==> src/include/timer16_regs.vh <==
// register map, fields, reset values and timing counts of the 16-bit timer
`ifndef TIMER16_REGS_VH
`define TIMER16_REGS_VH
// ****************************************
// register byte addresses
// ****************************************
`define ADDR_CONTROL_ONE 8'h00
`define ADDR_CONTROL_TWO 8'h04
`define ADDR_STATUS 8'h08
`define ADDR_CAP1_HIGH 8'h0c
`define ADDR_CAP1_LOW 8'h10
`define ADDR_CAP2_HIGH 8'h14
`define ADDR_CAP2_LOW 8'h18
`define ADDR_COUNT_HIGH 8'h1c
`define ADDR_COUNT_LOW 8'h20
`define ADDR_ALT_HIGH 8'h24
`define ADDR_ALT_LOW 8'h28
// ****************************************
// control one fields
// ****************************************
`define C1_CAPTURE_IRQ_ENABLE 7
`define C1_CAPTURE_EDGE_TWO 1
`define C1_OVERFLOW_IRQ_ENABLE 5
// ****************************************
// control two fields
// ****************************************
`define C2_EXTERNAL_EDGE 0
`define C2_CLOCK_SEL_LO 2
`define C2_CLOCK_SEL_HI 3
`define C2_PWM_MODE 4
`define C2_ONE_PULSE_MODE 5
`define C2_CAPTURE_EDGE_ONE 6
// ****************************************
// status fields
// ****************************************
`define ST_CAPTURE_FLAG_ONE 7
`define ST_CAPTURE_FLAG_TWO 4
`define ST_OVERFLOW_FLAG 5
// ****************************************
// values
// ****************************************
`define COUNT_RESET 16'hfffc
`define COUNT_TOP 16'hffff
`define CLOCK_SEL_DIV2 2'h0
`define CLOCK_SEL_DIV4 2'h1
`define CLOCK_SEL_DIV8 2'h2
`define CLOCK_SEL_EXT 2'h3
`define EXT_GAP_EDGES 4
`endif

==> src/verilog/edge_catch.v <==
// synchronous edge detector for one external input
`timescale 1ns/1ps
module edge_catch (
  input wire clock,
  input wire rst_b,
  input wire enable,
  input wire pin,
  input wire rising,
  output reg hit
);
  reg last;
  reg primed;
  // ****************************************
  // compare with previous sample
  // ****************************************
  always @(posedge clock) begin
    if (!rst_b) begin
      last <= 1'b0;
      primed <= 1'b0;
      hit <= 1'b0;
    end else if (enable) begin
      last <= pin;
      primed <= 1'b1;
      hit <= primed & (rising ? (pin & ~last) : (~pin & last));
    end
  end
endmodule // edge_catch

==> src/verilog/timer16_counter_capture.v <==
// 16-bit free-running timer with coherent reads, overflow flag and two captures
// Contract
// 16-bit free-running up-counter readable through primary and alternate views
// writing primary counter or alternate low byte loads fffc
// reset loads fffc; fffc is the only reload value
// counts at clock divided by 2, 4, 8 or external edges
// external clock used only when both clock select bits are one
// external edge select picks rising or falling external edges
// external edges are synchronised to the internal clock before counting
// external clock keeps four internal clock edges between active edges
// high byte read latches low byte until low byte is read
// lone low byte read returns live low byte
// rollover from ffff to 0000 sets overflow flag
// overflow request when flag, enable set and global mask clear
// overflow flag clears by status read then primary low access
// alternate low byte accesses never clear the overflow flag
// counter runs in wait, freezes in halt, resumes held count
// each capture channel copies count on its selected input edge
// capture sets flag; shared enable and mask gate the request
// capture flag clears by status read then its low byte access
// capture high byte read blocks capture until low byte read
// capture register holds most recent capture count
// in one-pulse or pwm mode only channel two captures
// capture inputs always connected; any qualifying edge captures
// non-external clock select codes give division 2, 4, 8
//
// Our own choices: the placing of the registers and register access over AXI4-Lite.
`timescale 1ns/1ps
`include "timer16_regs.vh"
module timer16_counter_capture (
  input wire clock,
  input wire rst_b,
  input wire clock_enable,
  input wire halt_mode,
  input wire global_irq_mask,
  input wire external_timer_clock_pin,
  input wire capture_input_pin_one,
  input wire capture_input_pin_two,
  input wire [7:0] s_axi_awaddr,
  input wire s_axi_awvalid,
  output reg s_axi_awready,
  input wire [31:0] s_axi_wdata,
  input wire [3:0] s_axi_wstrb,
  input wire s_axi_wvalid,
  output reg s_axi_wready,
  output reg [1:0] s_axi_bresp,
  output reg s_axi_bvalid,
  input wire s_axi_bready,
  input wire [7:0] s_axi_araddr,
  input wire s_axi_arvalid,
  output reg s_axi_arready,
  output reg [31:0] s_axi_rdata,
  output reg [1:0] s_axi_rresp,
  output reg s_axi_rvalid,
  input wire s_axi_rready,
  output reg timer_irq
);
  // ****************************************
  // state
  // ****************************************
  reg [15:0] count;
  reg [7:0] timer_control_one;
  reg [7:0] timer_control_two;
  reg overflow_flag;
  reg [1:0] capture_flag;
  reg [15:0] capture_value_one;
  reg [15:0] capture_value_two;
  reg [1:0] capture_blocked;
  reg [7:0] low_latch;
  reg low_latched;
  reg [2:0] prescale;
  reg ovf_armed;
  reg [1:0] cap_armed;
  reg [7:0] aw_addr;
  reg aw_held;
  reg w_held;
  reg [7:0] w_data;
  reg w_strobe;
  wire ext_hit;
  wire [1:0] cap_hit;
  wire [1:0] clock_select_bits;
  wire run;
  wire tick;
  wire do_write;
  wire do_read;
  wire [7:0] wr_addr;
  reg [7:0] next_rdata;
  reg next_rerr;
  reg next_werr;
  wire ovf_set;
  wire ovf_clear_hit;
  wire [1:0] cap_clear_hit;
  wire cap_one_allowed;
  wire [1:0] cap_take;
  wire ovf_request;
  wire cap_request;
  assign clock_select_bits = timer_control_two[`C2_CLOCK_SEL_HI:`C2_CLOCK_SEL_LO];
  assign run = clock_enable & ~halt_mode;
  assign do_write = aw_held & w_held & ~s_axi_bvalid;
  assign do_read = s_axi_arvalid & s_axi_arready;
  assign wr_addr = aw_addr;
  // ****************************************
  // external clock and capture edges
  // ****************************************
  edge_catch ext_edge (
    .clock(clock),
    .rst_b(rst_b),
    .enable(run),
    .pin(external_timer_clock_pin),
    .rising(timer_control_two[`C2_EXTERNAL_EDGE]),
    .hit(ext_hit)
  );
  genvar gi;
  generate
    for (gi = 0; gi < 2; gi = gi + 1) begin : cap
      edge_catch cap_edge (
        .clock(clock),
        .rst_b(rst_b),
        .enable(clock_enable),
        .pin(gi == 0 ? capture_input_pin_one : capture_input_pin_two),
        .rising(gi == 0 ? timer_control_two[`C2_CAPTURE_EDGE_ONE] : timer_control_one[`C1_CAPTURE_EDGE_TWO]),
        .hit(cap_hit[gi])
      );
    end
  endgenerate
  // ****************************************
  // prescaler tick
  // ****************************************
  assign tick = (clock_select_bits == `CLOCK_SEL_EXT) ? ext_hit :
    (clock_select_bits == `CLOCK_SEL_DIV2) ? (prescale[0] == 1'b1) :
    (clock_select_bits == `CLOCK_SEL_DIV4) ? (prescale[1:0] == 2'h3) : (prescale == 3'h7);
  // ****************************************
  // flag events
  // ****************************************
  assign ovf_set = run & tick & (count == `COUNT_TOP);
  assign ovf_clear_hit = (do_read & (s_axi_araddr == `ADDR_COUNT_LOW)) |
    (do_write & (wr_addr == `ADDR_COUNT_LOW));
  assign cap_clear_hit[0] = (do_read & (s_axi_araddr == `ADDR_CAP1_LOW)) |
    (do_write & (wr_addr == `ADDR_CAP1_LOW));
  assign cap_clear_hit[1] = (do_read & (s_axi_araddr == `ADDR_CAP2_LOW)) |
    (do_write & (wr_addr == `ADDR_CAP2_LOW));
  assign cap_one_allowed = ~timer_control_two[`C2_ONE_PULSE_MODE] & ~timer_control_two[`C2_PWM_MODE];
  assign cap_take[0] = cap_hit[0] & ~capture_blocked[0] & cap_one_allowed;
  assign cap_take[1] = cap_hit[1] & ~capture_blocked[1];
  assign ovf_request = overflow_flag & timer_control_one[`C1_OVERFLOW_IRQ_ENABLE];
  assign cap_request = (|capture_flag) & timer_control_one[`C1_CAPTURE_IRQ_ENABLE];
  // ****************************************
  // read data mux
  // ****************************************
  always @* begin
    next_rdata = 8'h00;
    next_rerr = 1'b0;
    case (s_axi_araddr)
      `ADDR_CONTROL_ONE: next_rdata = timer_control_one;
      `ADDR_CONTROL_TWO: next_rdata = timer_control_two;
      `ADDR_STATUS: begin
        next_rdata[`ST_CAPTURE_FLAG_ONE] = capture_flag[0];
        next_rdata[`ST_CAPTURE_FLAG_TWO] = capture_flag[1];
        next_rdata[`ST_OVERFLOW_FLAG] = overflow_flag;
      end
      `ADDR_CAP1_HIGH: next_rdata = capture_value_one[15:8];
      `ADDR_CAP1_LOW: next_rdata = capture_value_one[7:0];
      `ADDR_CAP2_HIGH: next_rdata = capture_value_two[15:8];
      `ADDR_CAP2_LOW: next_rdata = capture_value_two[7:0];
      `ADDR_COUNT_HIGH, `ADDR_ALT_HIGH: next_rdata = count[15:8];
      `ADDR_COUNT_LOW, `ADDR_ALT_LOW: next_rdata = low_latched ? low_latch : count[7:0];
      default: next_rerr = 1'b1;
    endcase
  end
  always @* begin
    case (wr_addr)
      `ADDR_CONTROL_ONE, `ADDR_CONTROL_TWO, `ADDR_STATUS, `ADDR_CAP1_HIGH, `ADDR_CAP1_LOW,
      `ADDR_CAP2_HIGH, `ADDR_CAP2_LOW, `ADDR_COUNT_HIGH, `ADDR_COUNT_LOW, `ADDR_ALT_HIGH,
      `ADDR_ALT_LOW: next_werr = 1'b0;
      default: next_werr = 1'b1;
    endcase
  end
  // ****************************************
  // bus handshakes
  // ****************************************
  always @(posedge clock) begin
    if (!rst_b) begin
      s_axi_awready <= 1'b0;
      s_axi_wready <= 1'b0;
      s_axi_bvalid <= 1'b0;
      s_axi_bresp <= 2'h0;
      aw_held <= 1'b0;
      w_held <= 1'b0;
      aw_addr <= 8'h00;
      w_data <= 8'h00;
      w_strobe <= 1'b0;
    end else if (clock_enable) begin
      s_axi_awready <= ~aw_held & ~s_axi_awready & s_axi_awvalid;
      if (s_axi_awvalid & s_axi_awready) begin
        aw_held <= 1'b1;
        aw_addr <= s_axi_awaddr;
      end
      s_axi_wready <= ~w_held & ~s_axi_wready & s_axi_wvalid;
      if (s_axi_wvalid & s_axi_wready) begin
        w_held <= 1'b1;
        w_data <= s_axi_wdata[7:0];
        w_strobe <= s_axi_wstrb[0];
      end
      if (do_write) begin
        s_axi_bvalid <= 1'b1;
        s_axi_bresp <= next_werr ? 2'h2 : 2'h0;
        aw_held <= 1'b0;
        w_held <= 1'b0;
      end else if (s_axi_bvalid & s_axi_bready) begin
        s_axi_bvalid <= 1'b0;
      end
    end
  end
  // ****************************************
  // bus handshakes, read side
  // ****************************************
  always @(posedge clock) begin
    if (!rst_b) begin
      s_axi_arready <= 1'b0;
      s_axi_rvalid <= 1'b0;
      s_axi_rdata <= 32'h00000000;
      s_axi_rresp <= 2'h0;
    end else if (clock_enable) begin
      s_axi_arready <= ~s_axi_arready & ~s_axi_rvalid & s_axi_arvalid;
      if (do_read) begin
        s_axi_rvalid <= 1'b1;
        s_axi_rdata <= {24'h000000, next_rdata};
        s_axi_rresp <= next_rerr ? 2'h2 : 2'h0;
      end else if (s_axi_rvalid & s_axi_rready) begin
        s_axi_rvalid <= 1'b0;
      end
    end
  end
  // ****************************************
  // control registers
  // ****************************************
  always @(posedge clock) begin
    if (!rst_b) begin
      timer_control_one <= 8'h00;
      timer_control_two <= 8'h00;
    end else if (clock_enable && do_write && w_strobe) begin
      if (wr_addr == `ADDR_CONTROL_ONE) begin
        timer_control_one <= w_data;
      end
      if (wr_addr == `ADDR_CONTROL_TWO) begin
        timer_control_two <= w_data;
      end
    end
  end
  // ****************************************
  // capture registers
  // ****************************************
  always @(posedge clock) begin
    if (!rst_b) begin
      capture_value_one <= 16'h0000;
      capture_value_two <= 16'h0000;
    end else if (clock_enable) begin
      if (cap_take[0]) begin
        capture_value_one <= count;
      end
      if (cap_take[1]) begin
        capture_value_two <= count;
      end
    end
  end
  // ****************************************
  // interrupt request
  // ****************************************
  always @(posedge clock) begin
    if (!rst_b) begin
      timer_irq <= 1'b0;
    end else if (clock_enable) begin
      timer_irq <= ~global_irq_mask & (ovf_request | cap_request);
    end
  end
  // ****************************************
  // counter, flags
  // ****************************************
  always @(posedge clock) begin
    if (!rst_b) begin
      count <= `COUNT_RESET;
      prescale <= 3'h0;
      overflow_flag <= 1'b0;
      capture_flag <= 2'h0;
      capture_blocked <= 2'h0;
      low_latch <= 8'h00;
      low_latched <= 1'b0;
      ovf_armed <= 1'b0;
      cap_armed <= 2'h0;
    end else if (clock_enable) begin
      if (run) begin
        prescale <= prescale + 3'h1;
        if (tick) begin
          count <= count + 16'h0001;
        end
      end
      // reads: latch, arming and clearing
      if (do_read) begin
        case (s_axi_araddr)
          `ADDR_STATUS: begin
            ovf_armed <= overflow_flag;
            cap_armed <= capture_flag;
          end
          `ADDR_COUNT_HIGH, `ADDR_ALT_HIGH: begin
            if (!low_latched) begin
              low_latch <= count[7:0];
              low_latched <= 1'b1;
            end
          end
          `ADDR_COUNT_LOW, `ADDR_ALT_LOW: low_latched <= 1'b0;
          `ADDR_CAP1_HIGH: capture_blocked[0] <= 1'b1;
          `ADDR_CAP2_HIGH: capture_blocked[1] <= 1'b1;
          `ADDR_CAP1_LOW: capture_blocked[0] <= 1'b0;
          `ADDR_CAP2_LOW: capture_blocked[1] <= 1'b0;
          default: low_latched <= low_latched;
        endcase
      end
      // writes
      if (do_write & w_strobe) begin
        if (wr_addr == `ADDR_COUNT_HIGH || wr_addr == `ADDR_COUNT_LOW || wr_addr == `ADDR_ALT_LOW) begin
          count <= `COUNT_RESET;
          prescale <= 3'h0;
        end
      end
      // overflow flag: clear sequence, set wins
      if (ovf_clear_hit & ovf_armed) begin
        overflow_flag <= 1'b0;
        ovf_armed <= 1'b0;
      end
      if (ovf_set) begin
        overflow_flag <= 1'b1;
      end
      // capture channel one
      if (cap_clear_hit[0] & cap_armed[0]) begin
        capture_flag[0] <= 1'b0;
        cap_armed[0] <= 1'b0;
      end
      if (cap_take[0]) begin
        capture_flag[0] <= 1'b1;
      end
      // capture channel two
      if (cap_clear_hit[1] & cap_armed[1]) begin
        capture_flag[1] <= 1'b0;
        cap_armed[1] <= 1'b0;
      end
      if (cap_take[1]) begin
        capture_flag[1] <= 1'b1;
      end
    end
  end
endmodule // timer16_counter_capture

==> config.mk <==
export PLATFORM = sky130hd
export DESIGN_NAME = timer16_counter_capture
export DESIGN_NICKNAME = d
export VERILOG_FILES = /design/src/verilog/edge_catch.v /design/src/verilog/timer16_counter_capture.v
export VERILOG_INCLUDE_DIRS = /design/src /design/src/include
export SDC_FILE = /design/constraint.sdc
export NUM_CORES = 1
export LEC_CHECK = 0
export ABC_AREA = 1
export BUFFER_PORTS_ARGS = -buffer_cell sky130_fd_sc_hd__buf_2
export CAP_MARGIN = 0
export CORE_UTILIZATION = 60
export CTS_BUF_LIST = sky130_fd_sc_hd__clkbuf_2 sky130_fd_sc_hd__clkbuf_4 sky130_fd_sc_hd__clkbuf_8
export CTS_CLUSTER_SIZE = 40
export DETAILED_ROUTE_END_ITERATION = 12
export PLACE_DENSITY_LB_ADDON = 0.12
export SETUP_SLACK_MARGIN = 0.4
export SYNTH_ARGS = -nofsm -noshare
export SYNTH_HDL_FRONTEND = slang
export SYNTH_SLANG_ARGS = --single-unit
==> constraint.sdc <==
create_clock -name clock -period 3.35 [get_ports clock]
set_input_delay 0.335 -clock clock [delete_from_list [all_inputs] [get_ports clock]]
set_output_delay 0.335 -clock clock [all_outputs]
set_load 0.005 [all_outputs]
==> results by group <==
Synthesis
  • Yosys reg bits: 127
  • Post-synth top area share: 41.90%
  • Post-synth top flop: dfxtp_1
  • Most numerous cell in the Yosys netlist: nand2_1
  • Yosys warnings: 0
  • Top cells by area, synth: dfxtp_1 (42%), nand2_1 (10%), nand3_1 (7.5%)
  • Number of synthesized flops with an enable pin: 0
  • Synth top cells by count: nand2_1 (163), dfxtp_1 (127), nor2_1 (96), nand3_1 (91), o21ai_0 (85)
  • Seq/Total Area, Yosys: 41.90%
  • Yosys cell types: 36
  • Cell count after synthesis: 867
  • Asr flop ratio synth: 0%
  • Avg Cell Area, Syn: 6.999 sq um
  • Synth area leader: dfxtp_1
  • Mapped cell area: 6068 sq um

STA
  • FMAX: 540.0 MHz
  • Final Hold Vio Count: 0
  • Post-route minimum period: 1.852 ns
  • Hold slack: 0.1677 ns
  • Clock skew: 0.009917 ns
  • RSZ-0062 raised after global routing: no
  • Sum of negative setup slack: 0 ns
  • Fin. max-slew vios: 0
  • Fin worst setup slack: 1.498 ns
  • Measured slew at the worst slew-check pin: 0.8337 ns
  • Final setup viols: 0
  • Worst relative slew slack: 44.36%
  • Fin crit share: 55.28%

Placed design
  • Placed instance area: 6279 sq um
  • Pre-CTS worst setup slack: 1.282 ns
  • Port bufs: 53
  • DPL Wire Length: 10620 microns
  • Global placement routability congestion: 0.9242

Flow run
  • Max_cap viols: 0

Layout
  • Filler cell count: 871
  • Area growth syn-to-layout: 10.19%
  • Multi-input logic area: 2943 sq um
  • Layout cells sized above 1: 11.76%
  • # nets final: 975
  • Register area: 2542 sq um
  • Ant diodes: 0
  • Post-Layout Inst Area: 6686 sq um

Clock network
  • TritonCTS clock tree: yes
  • Post_cts resized: 0
  • Skew-Pair Late Insertion Delay: 0.43 ns
  • H-tree levels: 4
  • Root buf cell: clkbuf_8
  • Post-CTS Setup Repair Bufs: 0
  • CTS Buf Count: 17
  • Clk slew on worst S/H paths: 0.07 ns
  • # hold bufs at CTS: 0
  • Clock Tree Buf Depth: 2
  • CTS sink count: 127

Floorplanning
  • Row cnt: 36
  • IO Count: 107
  • Die Y: 102.6 microns
  • Starting Density: 62.08%
  • Core region area: 9774 sq um
  • Die X: 102.6 microns
  • DIE AREA: 10520 sq um

Hold path
  • Min-delay src: s_axi_rready
  • Hold Path Depth: 4
  • Hold Path End: s_axi_rvalid
  • Hold WC Path Type: primary input to register

Outcome
  • Status: finished clean

Detailed routing
  • Iteration-0 DRC count of the detailed router: 494
  • Drt via density: 5.569
  • TritonRoute pass-1 iters: 7
  • Post-route ant nets: 0
  • Final wirelength: 15290 microns
  • # DRC: 0
  • Via Count: 5853
  • Routed WL per cell: 14.55 microns

Worst setup path
  • RR Endpoint: count[15]
  • Reg2reg start: aw_addr[5]
  • Reg2reg path depth: 8
  • CP Max Fanout: 8
  • CP Capture Type: register
  • Critical path startpoint category: register
  • WP data required: 3.72 ns
  • R2R Setup Slk: 1.50 ns
  • Crit Path Class: register to register
  • Worst EP arrival: 2.22 ns

GRT
  • Largest net degree at the start of global routing: 45
  • Initial antenna violation count: 0
  • Total track usage: 31.22%
  • Number of global-route vias before repair: 5208
  • Global-route wire length before repair: 24870 microns
  • GRT Residual Overflow: 0

Power and ir drop
  • Power Density: 467.6 nW/um^2
  • Leakage power: 3.033 nW
  • Max VDD drop: 0.3099 mV
## area by class of cell
| type | count | share of cell area, % |
|---|---|---|
| repair buffers | 61 | 4.865 |
| well taps | 133 | 2.489 |
| clock buffers | 23 | 4.454 |
| multi-input cells | 621 | 44.01 |
| clock inverters | 7 | 1.647 |
| inverters | 79 | 4.510 |
| flip-flops and latches | 127 | 38.02 |
## placed cells by master (no fill, tap or decap)
cell type / n
dfxtp_1: 127
and2_1: 1
nor2_4: 5
nor3_1: 11
nand3_1: 91
a211oi_1: 19
a221oi_1: 1
or2_1: 1
a21o_1: 2
clkinv_4: 1
a21oi_1: 82
o21ai_0: 85
inv_1: 74
o21ai_1: 1
and3_1: 1
a31oi_1: 4
a21oi_2: 1
clkinv_1: 2
nand2_2: 2
buf_4: 8
nor4_1: 1
nand2_1: 163
nand4_1: 10
buf_2: 53
clkbuf_4: 3
nand2_4: 2
conb_1: 26
clkinv_2: 4
nand3b_1: 2
nor2_1: 96
nor3_2: 1
nor2_2: 3
inv_2: 2
xor2_1: 7
ha_1: 3
bufinv_16: 3
clkbuf_8: 20
## cells by family after synthesis
| logic type | synth area share, % |
|---|---|
| AO/OA/AOI/OAI | 17.15 |
| adder cells (fa/ha/maj) | 0.6186 |
| XOR/XNOR | 1.010 |
| other | 0.06180 |
| buffers and inverters | 11.15 |
| flip-flops | 41.90 |
| AND/OR/NAND/NOR | 28.10 |
## how the worst max path moves through the flow
| stage | start | to | slack [ns] | cells after the start |
|---|---|---|---|---|
| finish | aw_addr[5] | count[15] | 1.50 | 8 |
| global route | aw_addr[7] | count[15] | 1.34 | 9 |
| CTS | aw_addr[6] | count[15] | 1.52 | 9 |
| detailed placement | s_axi_araddr[0] | low_latch[7] | 1.28 | 10 |
| global placement | s_axi_araddr[0] | low_latch[7] | 1.34 | 10 |
| floorplan | prescale[0] | count[3] | 1.80 | 10 |
## state kept, by name, summed over array words and instances (netlist names), 3 cells and up
register           flops
aw_addr                8
capture_value_one     16
capture_value_two     16
count                 16
low_latch              8
prescale               3
s_axi_rdata            8
timer_control_one      8
timer_control_two      8
w_data                 8
## power breakdown
part / internal, mW / total, mW / switching (mW)
sequential: 1.54 / 1.56 / 0.0200
combinational: 0.0626 / 0.202 / 0.140
clock: 0.807 / 1.37 / 0.559
total: 2.41 / 3.13 / 0.719
## critical path: stages (launching register included)
cell	delay, ns
dfxtp_1	0.37
inv_1	0.07
nor3_1	0.33
nand3_1	0.12
nand2_1	0.13
nand3_1	0.08
nand2_1	0.29
inv_1	0.27
nand3_1	0.14
## through the flow
step,cells,util [%],total power [mW]
after floorplan,892,-,1.744
after global placement,1021,64.23,1.779
after detailed placement,1021,64.23,1.790
after CTS,1051,68.41,3.136
after global routing,1051,68.41,3.254
final,1051,68.41,3.126
## per-layer routing
metal,vias to the layer above,wire length [microns],global-route usage (%)
met4,0,391,13.52
li1,2896,-,-
met2,249,7222,50.41
met3,28,1237,7.525
met5,-,0,0
met1,2680,6442,39.86
Power figures use the tool's default switching activity.
